==> src/clmt_regs.svh <==
/*
 * register offsets, field positions, reset values and timing counts
 * for the charger limit, monitor and timer register bank.
 * assumes inclusion by bare name from the design files.
 */
`ifndef CLMT_REGS_SVH
`define CLMT_REGS_SVH

// ****************************************
// register offsets
// ****************************************
`define CLMT_OFS_LIMIT 8'h09
`define CLMT_OFS_MON 8'h0a
`define CLMT_OFS_FLOOR 8'h0b

// ****************************************
// reset values and field positions
// ****************************************
`define CLMT_RST_LIMIT 8'h0a
`define CLMT_RST_FLOOR 8'h4a
`define CLMT_RST_MON 8'h00
`define CLMT_LIMIT_WMASK 8'h3f
`define CLMT_FLOOR_WMASK 8'hfe
`define CLMT_BIT_SOFTRST 7
`define CLMT_BIT_MEASREQ 7
`define CLMT_BAND_TOP 2'h3
`define CLMT_STEP_NONE 3'h0

// ****************************************
// timing
// ****************************************
`define CLMT_CLK_HZ 50000000
`define CLMT_SETTLE_NS 1000
`define CLMT_SETTLE_CYC ((`CLMT_SETTLE_NS * (`CLMT_CLK_HZ / 1000000) + 999) / 1000)

`endif

==> src/clmt_pkg.sv <==
/*
 * types shared by the charger register bank.
 * assumes nothing beyond a single clock domain.
 */
package clmt_pkg;

    typedef enum logic [1:0] {
        CLMT_IDLE = 2'b00,
        CLMT_SETTLE = 2'b01,
        CLMT_SAMPLE = 2'b10
    } clmt_mon_e;

    typedef struct packed {
        logic wrEn;
        logic rdEn;
        logic [7:0] addr;
        logic [7:0] wdata;
    } clmt_bus_s;

    typedef struct packed {
        logic [2:0] inputCurrentCapCode;
        logic [2:0] batteryLockoutThreshold;
        logic lockoutDisabled;
        logic [2:0] lockoutVoltageSel;
        logic inputFloorEnable;
        logic [2:0] inputVoltageFloorCode;
        logic timerHalfRate;
        logic [1:0] safetyTimerSelect;
        logic safetyTimerDisabled;
    } clmt_cfg_s;

endpackage : clmt_pkg

==> src/clmt_monitor.sv <==
/*
 * battery monitor search: top band downward until a step result is seen.
 * assumes the comparator result input is already in the core_clk domain.
 */
`include "clmt_regs.svh"

module clmt_monitor (
    input wire logic core_clk,
    input wire logic srst,
    input wire logic start,
    input wire logic [2:0] stepResult,
    output logic [1:0] bandTry,
    output logic done,
    output logic [1:0] bandOut,
    output logic [2:0] stepOut
);

    typedef struct packed {
        clmt_pkg::clmt_mon_e st;
        logic [7:0] cnt;
        logic [1:0] band;
        logic done;
        logic [1:0] bandRes;
        logic [2:0] stepRes;
    } clmt_mstate_s;

    clmt_mstate_s s_q;
    clmt_mstate_s s_d;

    localparam logic [7:0] SETTLE_CYC = 8'(`CLMT_SETTLE_CYC);

    always_comb begin
        s_d = s_q;
        s_d.done = 1'b0;
        case (s_q.st)
            clmt_pkg::CLMT_IDLE: begin
                if (start) begin
                    s_d.st = clmt_pkg::CLMT_SETTLE;
                    s_d.band = `CLMT_BAND_TOP;
                    s_d.cnt = SETTLE_CYC;
                end
            end
            clmt_pkg::CLMT_SETTLE: begin
                if (s_q.cnt <= 8'h01) begin
                    s_d.st = clmt_pkg::CLMT_SAMPLE;
                end else begin
                    s_d.cnt = s_q.cnt - 8'h01;
                end
            end
            clmt_pkg::CLMT_SAMPLE: begin
                if (stepResult != `CLMT_STEP_NONE) begin
                    s_d.st = clmt_pkg::CLMT_IDLE;
                    s_d.done = 1'b1;
                    s_d.bandRes = s_q.band;
                    s_d.stepRes = stepResult;
                end else if (s_q.band == 2'h0) begin
                    s_d.st = clmt_pkg::CLMT_IDLE;
                    s_d.done = 1'b1;
                    s_d.bandRes = 2'h0;
                    s_d.stepRes = `CLMT_STEP_NONE;
                end else begin
                    s_d.band = s_q.band - 2'h1;
                    s_d.cnt = SETTLE_CYC;
                    s_d.st = clmt_pkg::CLMT_SETTLE;
                end
            end
            default: begin
                s_d.st = clmt_pkg::CLMT_IDLE;
            end
        endcase
    end

    always_ff @(posedge core_clk) begin
        if (srst) begin
            s_q <= '0;
        end else begin
            s_q <= s_d;
        end
    end

    assign bandTry = s_q.band;
    assign done = s_q.done;
    assign bandOut = s_q.bandRes;
    assign stepOut = s_q.stepRes;

    a_search_starts_top: assert property (@(posedge core_clk) disable iff (srst)
        (s_q.st == clmt_pkg::CLMT_IDLE && start) |=> (s_q.band == 2'h3))
        else $error("search did not start at top band");
    a_step_down: assert property (@(posedge core_clk) disable iff (srst)
        (s_q.st == clmt_pkg::CLMT_SAMPLE && stepResult == `CLMT_STEP_NONE && s_q.band != 2'h0)
        |=> (s_q.st == clmt_pkg::CLMT_SETTLE && s_q.band == $past(s_q.band) - 2'h1))
        else $error("search did not step down a band");
    a_stop_on_hit: assert property (@(posedge core_clk) disable iff (srst)
        (s_q.st == clmt_pkg::CLMT_SAMPLE && stepResult != `CLMT_STEP_NONE)
        |=> (done && stepOut == $past(stepResult) && bandOut == $past(s_q.band)))
        else $error("search did not stop on first step result");

endmodule // clmt_monitor

==> src/clmt_bank.sv <==
/*
 * charger limit, monitor and timer register bank at offsets 09h..0bh.
 * assumes a register access port already decoded from the serial slave,
 * same clock; the cap resistor pin and both cap code inputs pass two flops here.
 */
// Functional notes
// - writing one to limit register bit 7 restores all defaults; reads zero.
// - input current cap is 50 mA plus code times 50 mA.
// - default cap code from resistor pin, or from otp when pin grounded.
// - lockout codes 0-2 give 3 V, down to 2.2 V; 111 disables.
// - writing one to monitor bit 7 starts a measurement; reads zero.
// - band field reports 60-100 percent bands of regulation voltage.
// - step field reports position inside the reported band.
// - search starts at top band, steps down while step result is zero.
// - no band hits gives band 00 and step 000.
// - floor is 4.2 V plus code times 100 mV; bit 7 high disables.
// - half-rate bit slows safety timer outside cc and cv.
// - timer field selects 30 min, 3 h, 9 h or disabled.
// - limit register resets to 0000 1010.
// - floor and timer register resets to 0100 1010.
// - serial use runs from internal defaults until host writes.
`include "clmt_regs.svh"

module clmt_bank (
    input wire logic core_clk,
    input wire logic srst,
    input clmt_pkg::clmt_bus_s bus,
    output logic [7:0] rdata,
    output logic rvalid,
    input wire logic currentCapResistorPin,
    input wire logic [2:0] resistorCapCode,
    input wire logic [2:0] otpCapCode,
    input wire logic lowPowerEntry,
    input wire logic [2:0] monitorStepResult,
    input wire logic chargeInCcCv,
    output logic [1:0] monitorBandTry,
    output clmt_pkg::clmt_cfg_s cfg,
    output logic timerTick
);

    // ****************************************
    // state
    // ****************************************
    typedef struct packed {
        logic [7:0] limitReg;
        logic [7:0] monReg;
        logic [7:0] floorReg;
        logic [7:0] rdata;
        logic rvalid;
        logic pinSync1;
        logic pinSync2;
        logic [2:0] capSync1;
        logic [2:0] capSync2;
        logic [2:0] otpSync1;
        logic [2:0] otpSync2;
        logic hostWritten;
        logic start;
        logic divPhase;
        logic tick;
        logic [1:0] bandTry;
        clmt_pkg::clmt_cfg_s cfg;
    } clmt_state_s;

    clmt_state_s s_q;
    clmt_state_s s_d;
    localparam logic [7:0] RST_LIMIT = `CLMT_RST_LIMIT;
    localparam logic [7:0] RST_FLOOR = `CLMT_RST_FLOOR;

    logic [1:0] monBandTry;
    logic monDone;
    logic [1:0] monBand;
    logic [2:0] monStep;
    logic [2:0] defaultCap;

    clmt_monitor u_monitor (
        .core_clk(core_clk),
        .srst(srst),
        .start(s_q.start),
        .stepResult(monitorStepResult),
        .bandTry(monBandTry),
        .done(monDone),
        .bandOut(monBand),
        .stepOut(monStep)
    );

    // ****************************************
    // next state
    // ****************************************
    always_comb begin
        s_d = s_q;
        s_d.rvalid = 1'b0;
        s_d.start = 1'b0;
        s_d.tick = 1'b0;
        s_d.bandTry = monBandTry;
        // ****************************************
        // pin synchronisers and default cap code
        // ****************************************
        // codes are static straps; a code changing mid-flight may tear for a cycle
        s_d.pinSync1 = currentCapResistorPin;
        s_d.pinSync2 = s_q.pinSync1;
        s_d.capSync1 = resistorCapCode;
        s_d.capSync2 = s_q.capSync1;
        s_d.otpSync1 = otpCapCode;
        s_d.otpSync2 = s_q.otpSync1;
        // grounded resistor pin means otp default
        defaultCap = s_q.pinSync2 ? s_q.capSync2 : s_q.otpSync2;
        // follow the pin-derived cap code until the host writes it
        if (!s_q.hostWritten) begin
            s_d.limitReg[5:3] = defaultCap;
        end
        // ****************************************
        // register writes
        // ****************************************
        if (bus.wrEn) begin
            case (bus.addr)
                `CLMT_OFS_LIMIT: begin
                    if (bus.wdata[`CLMT_BIT_SOFTRST]) begin
                        s_d.limitReg = `CLMT_RST_LIMIT;
                        s_d.floorReg = `CLMT_RST_FLOOR;
                        s_d.monReg = `CLMT_RST_MON;
                        s_d.hostWritten = 1'b0;
                    end else begin
                        s_d.limitReg = bus.wdata & `CLMT_LIMIT_WMASK;
                        s_d.hostWritten = 1'b1;
                    end
                end
                `CLMT_OFS_MON: begin
                    if (bus.wdata[`CLMT_BIT_MEASREQ]) begin
                        s_d.start = 1'b1;
                    end
                end
                `CLMT_OFS_FLOOR: begin
                    s_d.floorReg = bus.wdata & `CLMT_FLOOR_WMASK;
                end
                default: begin
                end
            endcase
        end
        if (lowPowerEntry) begin
            s_d.start = 1'b1;
        end
        // ****************************************
        // monitor result and read mux
        // ****************************************
        // result lands after the write or low-power entry that started it; result wins the cycle
        if (monDone) begin
            s_d.monReg = {1'b0, monBand, monStep, 2'b00};
        end
        s_d.rdata = 8'h00;
        if (bus.rdEn) begin
            s_d.rvalid = 1'b1;
            case (bus.addr)
                `CLMT_OFS_LIMIT: s_d.rdata = {1'b0, 1'b0, s_q.limitReg[5:0]};
                `CLMT_OFS_MON: s_d.rdata = {1'b0, s_q.monReg[6:2], 2'b00};
                `CLMT_OFS_FLOOR: s_d.rdata = {s_q.floorReg[7:1], 1'b0};
                default: s_d.rdata = 8'h00;
            endcase
        end
        // ****************************************
        // decoded config outputs
        // ****************************************
        s_d.cfg.inputCurrentCapCode = s_q.limitReg[5:3];
        s_d.cfg.batteryLockoutThreshold = s_q.limitReg[2:0];
        s_d.cfg.lockoutDisabled = (s_q.limitReg[2:0] == 3'h7);
        case (s_q.limitReg[2:0])
            3'h0, 3'h1, 3'h2: s_d.cfg.lockoutVoltageSel = 3'h0;
            3'h3: s_d.cfg.lockoutVoltageSel = 3'h1;
            3'h4: s_d.cfg.lockoutVoltageSel = 3'h2;
            3'h5: s_d.cfg.lockoutVoltageSel = 3'h3;
            3'h6: s_d.cfg.lockoutVoltageSel = 3'h4;
            default: s_d.cfg.lockoutVoltageSel = 3'h7;
        endcase
        s_d.cfg.inputFloorEnable = ~s_q.floorReg[7];
        s_d.cfg.inputVoltageFloorCode = s_q.floorReg[6:4];
        s_d.cfg.timerHalfRate = s_q.floorReg[3];
        s_d.cfg.safetyTimerSelect = s_q.floorReg[2:1];
        s_d.cfg.safetyTimerDisabled = (s_q.floorReg[2:1] == 2'h3);
        // ****************************************
        // safety timer enable
        // ****************************************
        // half-rate tick outside cc/cv when floor bit 3 is set, full rate otherwise; timer code 11 stops it
        s_d.divPhase = ~s_q.divPhase;
        if (s_q.floorReg[3] && !chargeInCcCv) begin
            s_d.tick = s_q.divPhase;
        end else begin
            s_d.tick = 1'b1;
        end
        if (s_q.floorReg[2:1] == 2'h3) begin
            s_d.tick = 1'b0;
        end
    end

    always_ff @(posedge core_clk) begin
        if (srst) begin
            s_q <= '0;
            s_q.limitReg <= `CLMT_RST_LIMIT;
            s_q.floorReg <= `CLMT_RST_FLOOR;
            s_q.monReg <= `CLMT_RST_MON;
            // decode of the reset values, so cfg is right during reset too
            s_q.cfg.inputCurrentCapCode <= RST_LIMIT[5:3];
            s_q.cfg.batteryLockoutThreshold <= RST_LIMIT[2:0];
            s_q.cfg.inputFloorEnable <= ~RST_FLOOR[7];
            s_q.cfg.inputVoltageFloorCode <= RST_FLOOR[6:4];
            s_q.cfg.timerHalfRate <= RST_FLOOR[3];
            s_q.cfg.safetyTimerSelect <= RST_FLOOR[2:1];
        end else begin
            s_q <= s_d;
        end
    end

    assign rdata = s_q.rdata;
    assign rvalid = s_q.rvalid;
    assign cfg = s_q.cfg;
    assign timerTick = s_q.tick;
    assign monitorBandTry = s_q.bandTry;

    // ****************************************
    // checks
    // ****************************************
    a_softrst_defaults: assert property (@(posedge core_clk) disable iff (srst)
        (bus.wrEn && bus.addr == `CLMT_OFS_LIMIT && bus.wdata[7]) |=> (s_q.floorReg == 8'h4a))
        else $error("soft reset did not restore floor register");
    a_limit_bit7_zero: assert property (@(posedge core_clk) disable iff (srst)
        (bus.rdEn && bus.addr == `CLMT_OFS_LIMIT) |=> (rvalid && !rdata[7] && !rdata[6]))
        else $error("limit register top bits read non-zero");
    a_mon_req_zero: assert property (@(posedge core_clk) disable iff (srst)
        (bus.rdEn && bus.addr == `CLMT_OFS_MON) |=> (!rdata[7] && rdata[1:0] == 2'b00))
        else $error("monitor request bit read non-zero");
    a_mon_start: assert property (@(posedge core_clk) disable iff (srst)
        (bus.wrEn && bus.addr == `CLMT_OFS_MON && bus.wdata[7]) |=> s_q.start)
        else $error("measure request did not start search");
    a_floor_enable: assert property (@(posedge core_clk) disable iff (srst)
        ##1 (cfg.inputFloorEnable == !$past(s_q.floorReg[7])))
        else $error("floor enable polarity wrong");
    a_lockout_dis: assert property (@(posedge core_clk) disable iff (srst)
        (s_q.limitReg[2:0] == 3'h7) [*2] |-> cfg.lockoutDisabled)
        else $error("lockout code 7 not decoded as disabled");
    a_half_rate: assert property (@(posedge core_clk) disable iff (srst)
        (timerTick && s_q.floorReg[3] && !chargeInCcCv && $stable(s_q.floorReg)
         && $past(s_q.floorReg[3] && !chargeInCcCv)) |=> !timerTick || chargeInCcCv)
        else $error("timer not at half rate");
    a_timer_off: assert property (@(posedge core_clk) disable iff (srst)
        (s_q.floorReg[2:1] == 2'h3) |=> !timerTick)
        else $error("timer ticking while disabled");
    a_no_hit_zero: assert property (@(posedge core_clk) disable iff (srst)
        (monDone && monStep == 3'h0) |=> (s_q.monReg[6:2] == 5'h00))
        else $error("no-hit result not zero");
    a_unused_zero: assert property (@(posedge core_clk) disable iff (srst)
        (bus.rdEn && bus.addr == `CLMT_OFS_FLOOR) |=> !rdata[0])
        else $error("unused floor bit reads non-zero");
    a_softrst_limit: assert property (@(posedge core_clk) disable iff (srst)
        (bus.wrEn && bus.addr == `CLMT_OFS_LIMIT && bus.wdata[7])
        |=> (s_q.limitReg == `CLMT_RST_LIMIT && !s_q.hostWritten))
        else $error("soft reset did not restore limit register");
    a_limit_write: assert property (@(posedge core_clk) disable iff (srst)
        (bus.wrEn && bus.addr == `CLMT_OFS_LIMIT && !bus.wdata[7])
        |=> (s_q.limitReg == ($past(bus.wdata) & `CLMT_LIMIT_WMASK)))
        else $error("limit write without reset bit not stored");
    a_read_unmapped: assert property (@(posedge core_clk) disable iff (srst)
        (bus.rdEn && (bus.addr < `CLMT_OFS_LIMIT || bus.addr > `CLMT_OFS_FLOOR)) |=> (rvalid && rdata == 8'h00))
        else $error("unmapped offset read non-zero");
    a_result_lands: assert property (@(posedge core_clk) disable iff (srst)
        monDone |=> (s_q.monReg == {1'b0, $past(monBand), $past(monStep), 2'b00}))
        else $error("monitor result not stored");

    // ****************************************
    // checks: default cap and reset
    // ****************************************
    a_reset_limit: assert property (@(posedge core_clk)
        $fell(srst) |-> (s_q.limitReg == `CLMT_RST_LIMIT))
        else $error("limit register reset value wrong");
    a_reset_floor: assert property (@(posedge core_clk)
        $fell(srst) |-> (s_q.floorReg == `CLMT_RST_FLOOR))
        else $error("floor register reset value wrong");
    a_default_follow: assert property (@(posedge core_clk) disable iff (srst)
        (!s_q.hostWritten && !(bus.wrEn && bus.addr == `CLMT_OFS_LIMIT)) |=> (s_q.limitReg[5:3] == $past(defaultCap)))
        else $error("cap code not following pin default");
    a_host_holds: assert property (@(posedge core_clk) disable iff (srst)
        (s_q.hostWritten && !(bus.wrEn && bus.addr == `CLMT_OFS_LIMIT)) |=> $stable(s_q.limitReg))
        else $error("host-written limit register changed");

    // ****************************************
    // checks: decode and timer
    // ****************************************
    a_cap_code_map: assert property (@(posedge core_clk) disable iff (srst)
        ##1 (cfg.inputCurrentCapCode == $past(s_q.limitReg[5:3])))
        else $error("cap code output wrong");
    a_lockout_map: assert property (@(posedge core_clk) disable iff (srst)
        (s_q.limitReg[2:0] == 3'h3) [*2] |-> (cfg.lockoutVoltageSel == 3'h1))
        else $error("lockout code 3 decoded wrong");
    a_floor_code: assert property (@(posedge core_clk) disable iff (srst)
        ##1 (cfg.inputVoltageFloorCode == $past(s_q.floorReg[6:4])))
        else $error("floor code output wrong");
    a_timer_sel: assert property (@(posedge core_clk) disable iff (srst)
        ##1 (cfg.safetyTimerSelect == $past(s_q.floorReg[2:1])))
        else $error("timer select output wrong");
    a_full_rate: assert property (@(posedge core_clk) disable iff (srst)
        (!s_q.floorReg[3] && s_q.floorReg[2:1] != 2'h3) |=> timerTick)
        else $error("timer slowed while half rate off");

endmodule // clmt_bank

==> config.mk <==
export PLATFORM = sky130hd
export DESIGN_NAME = clmt_bank
export DESIGN_NICKNAME = d
export VERILOG_FILES = /design/src/clmt_pkg.sv /design/src/clmt_monitor.sv /design/src/clmt_bank.sv
export VERILOG_INCLUDE_DIRS = /design/src
export SDC_FILE = /design/constraint.sdc
export NUM_CORES = 1
export LEC_CHECK = 0
export BUFFER_PORTS_ARGS = -buffer_cell sky130_fd_sc_hd__buf_4
export CORE_MARGIN = 1
export CORE_UTILIZATION = 45
export CTS_CLUSTER_SIZE = 28
export DETAILED_ROUTE_END_ITERATION = 10
export PLACE_DENSITY_LB_ADDON = 0.3
export SLEW_MARGIN = 20
export SYNTH_ARGS = -nofsm -noshare
export SYNTH_HDL_FRONTEND = slang
export SYNTH_SLANG_ARGS = --single-unit
==> constraint.sdc <==
create_clock -name core_clk -period 4.9 [get_ports core_clk]
set_input_delay 0.245 -clock core_clk [delete_from_list [all_inputs] [get_ports core_clk]]
set_output_delay 0.245 -clock core_clk [all_outputs]
set_load 0.03 [all_outputs]
==> results.txt, run 1 <==
The flow ran to the end, and the final reports show no timing, DRC or antenna violations. After clock tree synthesis, the setup repair step added 0 buffers. After floorplanning, the core was sized to cover 6982 µm². TritonCTS built the clock tree.

Once detail routing completed, the nets flagged for antenna violations numbered 0. The final period utilization is 41.17%. dfxtp_1 takes more of the synthesized area than any other cell. The number of placed I/O pins is 62.

The via-per-instance ratio is 5.106. The final standard cell count with taps included and fillers excluded came out at 470. The most used flip-flop cell after synthesis is dfxtp_1.

The number of setup violations in the final report is 0. Counting flops and latches in the post-synthesis netlist gives 83. Sorting the synthesized cells by how often they occur yields dfxtp_1, nor2_1, buf_4.

The total routing resource utilization after global routing is 16.85%. The final critical path time including I/O delays and setup came out at 2.017 ns. Clock tree synthesis found a total of 83 sinks. The routed wire length is 6.089 mm. The number of antenna violations at the first check in global routing is 0.

Yosys mapped a number of flops with a built-in enable equal to 0. The area share of the largest cell type after synthesis came out at 49.96%. The die height is 87.97 µm.

The count of final max-slew check failures came out at 0. The mapped cell area is 3326 µm². The number of maximum-capacitance violations came out at 0.

The area growth from synthesis to layout is 12.87%. The arrival time at the worst endpoint is 2.29 ns. The setup slack of the worst register-to-register path came out at 2.88 ns. The post-placement cell count is 456.

The warning count from the yosys run is 0. The detailed router finished its first iteration with 112 violations. Gates resized during post-CTS repair numbered 0.

The die footprint is 7738 µm². The number of I/O port buffers is 61. The initial utilization of the core area, before any placement, comes to 47.63%. The worst supply voltage drop on vdd is 124.6 µV. The required time reported for the critical path endpoint is 5.17 ns.

For the final routed database, the setup TNS stands at 0 ns. At the pin with the least slew margin, the transition time is 0.6170 ns. After synthesis, flip-flops and latches occupy 49.96% of the total area. The most common cell in the synthesized netlist is dfxtp_1. The min-delay analysis places its worst path in the category input port to flip-flop. The clock transition at the registers of the reported paths came out at 0.07 ns. The number of global-route vias before repair came out at 2,087. The first TritonRoute pass finished after 4 iterations.

The net count after synthesis came out at 378. The number of antenna repair diodes is 0. After detailed routing, the number of remaining DRC violations is 0.

The average routed wire per standard cell is 12.96 µm. The average footprint of a synthesized cell came out at 9.696 µm². The pin count of the biggest net entering global routing is 63. The number of distinct library cells after synthesis came out at 56. Timing would allow up to 495.7 MHz. The overall power consumption came out at 1.251 mW. The power per cell area came out at 333.2 nW/µm². The global-route wire length before repair is 9.887 mm. Before CTS, the worst setup slack after placement is 2.877 ns. In this run the static leakage power is 1.475 nW. The final weighted congestion of routability-driven global placement came out at 0.8653. The category of the worst setup path launch point is a flip-flop. The count of nets after finishing is 406.

Sorting the synthesized cells by area gives the leading types as dfxtp_1, buf_4, nor2b_1, nor2_1, nand2_1. The fraction of final layout cells sized beyond drive strength 1 is 25.94%. The worst-case headroom to the max-slew limit is 58.87%. Setup repair after global routing left no endpoint under its margin. The clock skew is 0.003992 ns. The die is 87.97 µm wide.

The clock passes through at most 2 buffers. The largest fanout of any net on the critical path came out at 7. Detailed placement finished with a half-perimeter wire length of 4.237 mm. The kind of end point of the critical path is a flip-flop. The row count came out at 30. The worst-case hold slack came out at 0.1141 ns.

The clock tree root driver cell is clkbuf_8. The type of the worst setup path is flip-flop to flip-flop. The clock buffer count from CTS is 9. The least setup slack across all paths after layout is 2.883 ns.

After global routing the overflow that remains totals 0. In the synthesized netlist the async set-or-reset flop fraction comes to 0%. The H-tree was split into 3 levels. The number of hold-slack violations in the final timing report came out at 0. The number of buffers added to fix hold violations after cts came out at 0.

The routed layout has 2,400 vias. The clock latency at the later pin of the worst-skew pair came out at 0.34 ns. Synthesis produced a netlist whose cell count is 343.
area by class of cell:
class                   count  area (µm²)
fillers                   655        3228
flip-flops and latches     83        1662
multi-input cells         207        1313
repair buffers             61       457.9
clock buffers              12       155.1
well taps                  96       120.1
inverters                   9       33.78
clock inverters             2       12.51
state kept, by name, indices dropped and copies added, names as in the netlist:
| register | count |
|---|---|
| u_monitor.done | 1 |
| u_monitor.bandTry | 2 |
| s_q | 16 |
| rvalid | 1 |
| u_monitor.stepOut | 3 |
| rdata | 8 |
| cfg | 18 |
| timerTick | 1 |
| s_d | 19 |
| u_monitor.s_q | 10 |
| monitorBandTry | 2 |
| u_monitor.bandOut | 2 |
kinds of logic (layout without fill, tap and decap cells):
family	after synthesis	after routing	share of synthesized area, %
flops	83	83	49.96
xor+xnor	3	3	0.7902
mux	11	11	3.461
compound gates	51	51	10.50
fa+ha+maj	3	3	1.129
simple gates	139	139	23.59
buf+inv	53	84	10.57
stage by stage:
stage	utilization, %	cell area (µm²)
CTS	53.76	3754
global placement	51.36	3586
finish	53.76	3754
detailed placement	51.36	3586
floorplan	-	3326
global route	53.76	3754
report_power, final:
part	internal, mW	switching [mW]	leakage (nW)
clock	0.206	0.217	0.0843
sequential	0.694	0.0146	0.676
combinational	0.0554	0.0649	0.714
total	0.954	0.296	1.47
metal layers:
layer,routed length [µm],vias up,GRT usage [%],share of wire [%]
li1,-,1207,-,-
met1,2708,1116,21.17,44
met2,2963,65,27.41,49
met3,290,12,3.487,4.8
met4,127,0,8.495,2.1
met5,0,-,0,0
cells in the final DEF (no fill, tap or decap), drive strengths merged, types with 3 or more instances in the layout:
cell / n
nand2: 23
nand3: 6
xnor2: 3
a21oi: 12
nor3: 13
and2: 3
nor2: 36
nor2b: 22
mux2i: 7
inv: 8
a22oi: 10
mux2: 4
ha: 3
clkbuf: 12
or2: 6
o22ai: 8
nor4: 3
o21ai: 6
nand2b: 4
buf: 61
dfxtp: 83
nand3b: 9
worst paths after layout:
check	endpoint	cells past startpoint	start
max	u_monitor.s_q[9]	6	u_monitor.bandTry[0]
min	s_d[24]	2	otpCapCode[0]
max reg2reg	u_monitor.s_q[9]	6	u_monitor.bandTry[0]
min reg2reg	s_q[21]	1	s_q[21]
critical path: stages, from the launching register on:
cell     delay [ns]
dfxtp_1        0.40
inv_1          0.08
ha_1           0.21
nor4_1         0.54
a22o_1         0.43
a31oi_1        0.10
a21oi_1        0.19
Note: power is estimated with default switching activity, not from simulation.
==> run 2: changes to the inputs <==
--- a/config.mk
+++ b/config.mk
@@ -6,6 +6,7 @@
 export SDC_FILE = /design/constraint.sdc
 export NUM_CORES = 1
 export LEC_CHECK = 0
+export ABC_AREA = 1
 export BUFFER_PORTS_ARGS = -buffer_cell sky130_fd_sc_hd__buf_4
 export CORE_MARGIN = 1
 export CORE_UTILIZATION = 45
==> constraint.sdc (replaced) <==
create_clock -name core_clk -period 1.7 [get_ports core_clk]
set_input_delay 0.085 -clock core_clk [delete_from_list [all_inputs] [get_ports core_clk]]
set_output_delay 0.085 -clock core_clk [all_outputs]
set_load 0.03 [all_outputs]
==> results.txt, run 2 <==
The DRC violations left is 0 (unchanged). The cell taking the most area after synthesis is dfxtp_1 (unchanged). The clock buffer count from CTS was 9 (unchanged). The required time reported for the critical path endpoint came out at 1.95 ns (was 5.17 ns).

The share of synthesized registers carrying an async set or reset is 0% (unchanged). The met2 wirelength from detailed routing came out at 3.008 mm (was 2.963 mm). The count of final max-slew check failures came out at 0 (unchanged).

The mapped cell area was 3363 µm² (was 3326 µm²). The routed wire length is 6.507 mm (was 6.089 mm). The category of the worst setup path launch point is a flip-flop (unchanged). The count of nets after finishing is 520 (was 406). The warning count from the yosys run was 0 (unchanged). Result of the run: finished clean (unchanged). The clock tree root driver cell is clkbuf_8 (unchanged). The aggregate global routing overflow came out at 0 (unchanged). The net count after synthesis is 470 (was 378).

The static power due to leakage is 1.840 nW (was 1.475 nW). The average footprint of a synthesized cell came out at 7.732 µm² (was 9.696 µm²). The clock skew is 0.008088 ns (was 0.003992 ns). The maximum level of the CTS H-tree is 3 (unchanged). The number of maximum-capacitance violations was 0 (unchanged). The via-per-instance ratio was 4.629 (was 5.106). The arrival time at the worst endpoint is 1.76 ns (was 2.29 ns). The detailed-routed wire length on met3 is 412 µm (was 290 µm). The number of distinct library cells after synthesis came out at 32 (was 56). The area growth from synthesis to layout is 19.53% (was 12.87%). The final standard cell area without fillers came out at 4020 µm² (was 3754 µm²). The final period utilization came out at 89.02% (was 41.17%). The flip-flop and latch count after synthesis is 83 (unchanged). The core area is 7253 µm² (was 6982 µm²). Most numerous cell types in the synthesized netlist: dfxtp_1, nand2_1, inv_1 (was dfxtp_1, nor2_1, buf_4).

The total routing resource utilization after global routing came out at 18.60% (was 16.85%). The number of antenna repair diodes came out at 0 (unchanged). The flip-flop count of the largest register after layout came to 19 (unchanged). The kind of end point of the critical path is a flip-flop (unchanged). Largest cells by area after synthesis: dfxtp_1, nand2_1, inv_1, nor2_1, buf_4 (was dfxtp_1, buf_4, nor2b_1, nor2_1, nand2_1). The largest fanout of any net on the critical path is 8 (was 7). The number of global-route vias before repair came out at 2,408 (was 2,087). The iteration-0 DRC count of the detailed router came out at 154 (was 112).

The number of setup violations in the final report is 0 (unchanged). The number of placed I/O pins was 62 (unchanged). The worst-case headroom to the max-slew limit came to 51.86% (was 58.87%). The total number of clock tree sinks is 83 (unchanged). The final weighted congestion of routability-driven global placement is 0.8554 (was 0.8653).

The number of flops mapped to enable cells by yosys was 0 (unchanged). The die footprint came out at 7823 µm² (was 7738 µm²). The slew at the pin closest to its max-slew limit was 0.7214 ns (was 0.6170 ns). The maximum clock rate came out at 660.8 MHz (was 495.7 MHz). The number of fillers in the final layout came out at 720 (was 655).

The number of antenna violations at the first check in global routing is 0 (unchanged). The average routed wire per standard cell is 11.07 µm (was 12.96 µm). The first-pass iteration count of the detailed router came out at 4 (unchanged). The post-route met1 wirelength came out at 2.970 mm (was 2.708 mm). The uppermost layer routed was met4 (unchanged). The most used flip-flop cell after synthesis is dfxtp_1 (unchanged).

The fraction of final layout cells sized beyond drive strength 1 came out at 20.04% (was 25.94%). The number of hold-slack violations in the final timing report is 0 (unchanged). The final core utilization is 55.43% (was 53.76%).

The die width came to 88.45 µm (was 87.97 µm). The number of setup buffers added after CTS came out at 0 (unchanged). The worst slack after detailed placement is 0.1263 ns (was 2.877 ns).

The effective utilization at floorplan came out at 46.37% (was 47.63%). The most repeated cell in the gate-level netlist after synthesis is dfxtp_1 (unchanged). The area share of the largest cell type after synthesis was 49.40% (was 49.96%). The maximum root-to-sink buffer count came out at 2 (unchanged). The part of the Yosys area used for sequential elements is 49.40% (was 49.96%). The die height came out at 88.45 µm (was 87.97 µm).

The clock tree from TritonCTS was built (unchanged). Most frequent cells in the layout: dfxtp_1, nand2_1, inv_1, buf_4, nor2_1 (was dfxtp_1, buf_4, nor2_1, nand2_1, nor2b_1). The clock latency at the later pin of the worst-skew pair is 0.35 ns (was 0.34 ns). The post-synthesis cell count is 435 (was 343). The type of the worst setup path is flip-flop to flip-flop (unchanged).

The number of I/O port buffers is 61 (unchanged). The clock transition at the registers of the reported paths is 0.08 ns (was 0.07 ns). The setup TNS came out at 0 ns (unchanged). The placement-stage cell area came to 3722 µm² (was 3586 µm²). The estimated wirelength of the detail-placed design was 4.707 mm (was 4.237 mm). The most common cell after layout, fill and taps aside was dfxtp_1 (unchanged). The row count is 31 (was 30). The global-route wire length before repair was 11.06 mm (was 9.887 mm). The worst hold-check path type is input port to flip-flop (unchanged).

The final critical path time including I/O delays and setup is 1.513 ns (was 2.017 ns). The power per cell area is 1001 nW/µm² (was 333.2 nW/µm²). The least setup slack across all paths after layout came out at 0.1867 ns (was 2.883 ns). The number of nets still failing antenna checks after routing came out at 0 (unchanged).

The detailed-route via count was 2,722 (was 2,400). The pin count of the biggest net entering global routing came to 25 (was 63). The worst supply voltage drop on vdd came out at 685.9 µV (was 124.6 µV). Setup repair after global routing missed its margin: no (unchanged).
## run 2: cell type report
cell class / count / area [µm²] / area share, %
multi-input cells: 249 / 1212 / 30.16
inverters: 67 / 251.5 / 6.256
well taps: 99 / 123.9 / 3.081
repair buffers: 75 / 605.6 / 15.06
clock inverters: 6 / 41.29 / 1.027
clock buffers: 9 / 123.9 / 3.081
flip-flops and latches: 83 / 1662 / 41.33
## run 2: worst max-delay path: stages, from the launching register on
cell and delay, ns:
dfxtp_1 0.36, inv_1 0.08, ha_1 0.19, inv_1 0.05, nand3_1 0.11, nand2_4 0.13, nand2_2 0.07, nor2_4 0.20
nor2_1 0.06, nor2_1 0.10, nor2_1 0.04
## run 2: routing by layer
metal  vias up  track usage, %
met5         -               0
met4         0           7.038
met3        12           4.571
met2        86           30.07
met1      1192           24.05
li1       1432               -
## run 2: kinds of logic after synthesis
kind of cell / share of synthesized area, %
AOI/OAI and AO/OA: 9.301
xor gates and xnor gates: 0.2605
adders and majority gates: 1.116
buffers and inverters: 14.92
DFF: 49.40
and+or+nand+nor: 25.00
## run 2: timing repair
action | CTS | global route
gates resized for setup | 0 | 2
hold buffers | 12 | 0
hold endpoints to repair | 13 | 0
endpoints found under the setup margin | 0 | 6
## run 2: power breakdown
part / total, mW / internal, mW / leakage, nW / switching (mW)
clock: 1.22 / 0.524 / 0.0892 / 0.699
sequential: 2.08 / 2.03 / 0.676 / 0.0534
combinational: 0.715 / 0.285 / 1.07 / 0.430
## run 2: per-stage QoR
step | hold WS (ns) | std cells | total power, mW
floorplan | 0.1920 | 435 | 2.623
CTS | 0.001659 | 588 | 4.035
global placement | 0.2914 | 561 | 2.792
detailed placement | 0.2904 | 561 | 2.801
finish | 0.007599 | 588 | 4.023
global route | 0.01209 | 588 | 4.261
## run 2: path summary, 6_finish.rpt
check                        from                    to  slack [ns]  depth (start not counted)
max reg2reg  u_monitor.bandTry[0]     u_monitor.s_q[15]        0.19                         10
min          monitorStepResult[0]  u_monitor.stepOut[0]       0.008                          3
min reg2reg               s_d[25]               s_q[25]        0.40                          2
max          u_monitor.bandTry[0]     u_monitor.s_q[15]        0.19                         10
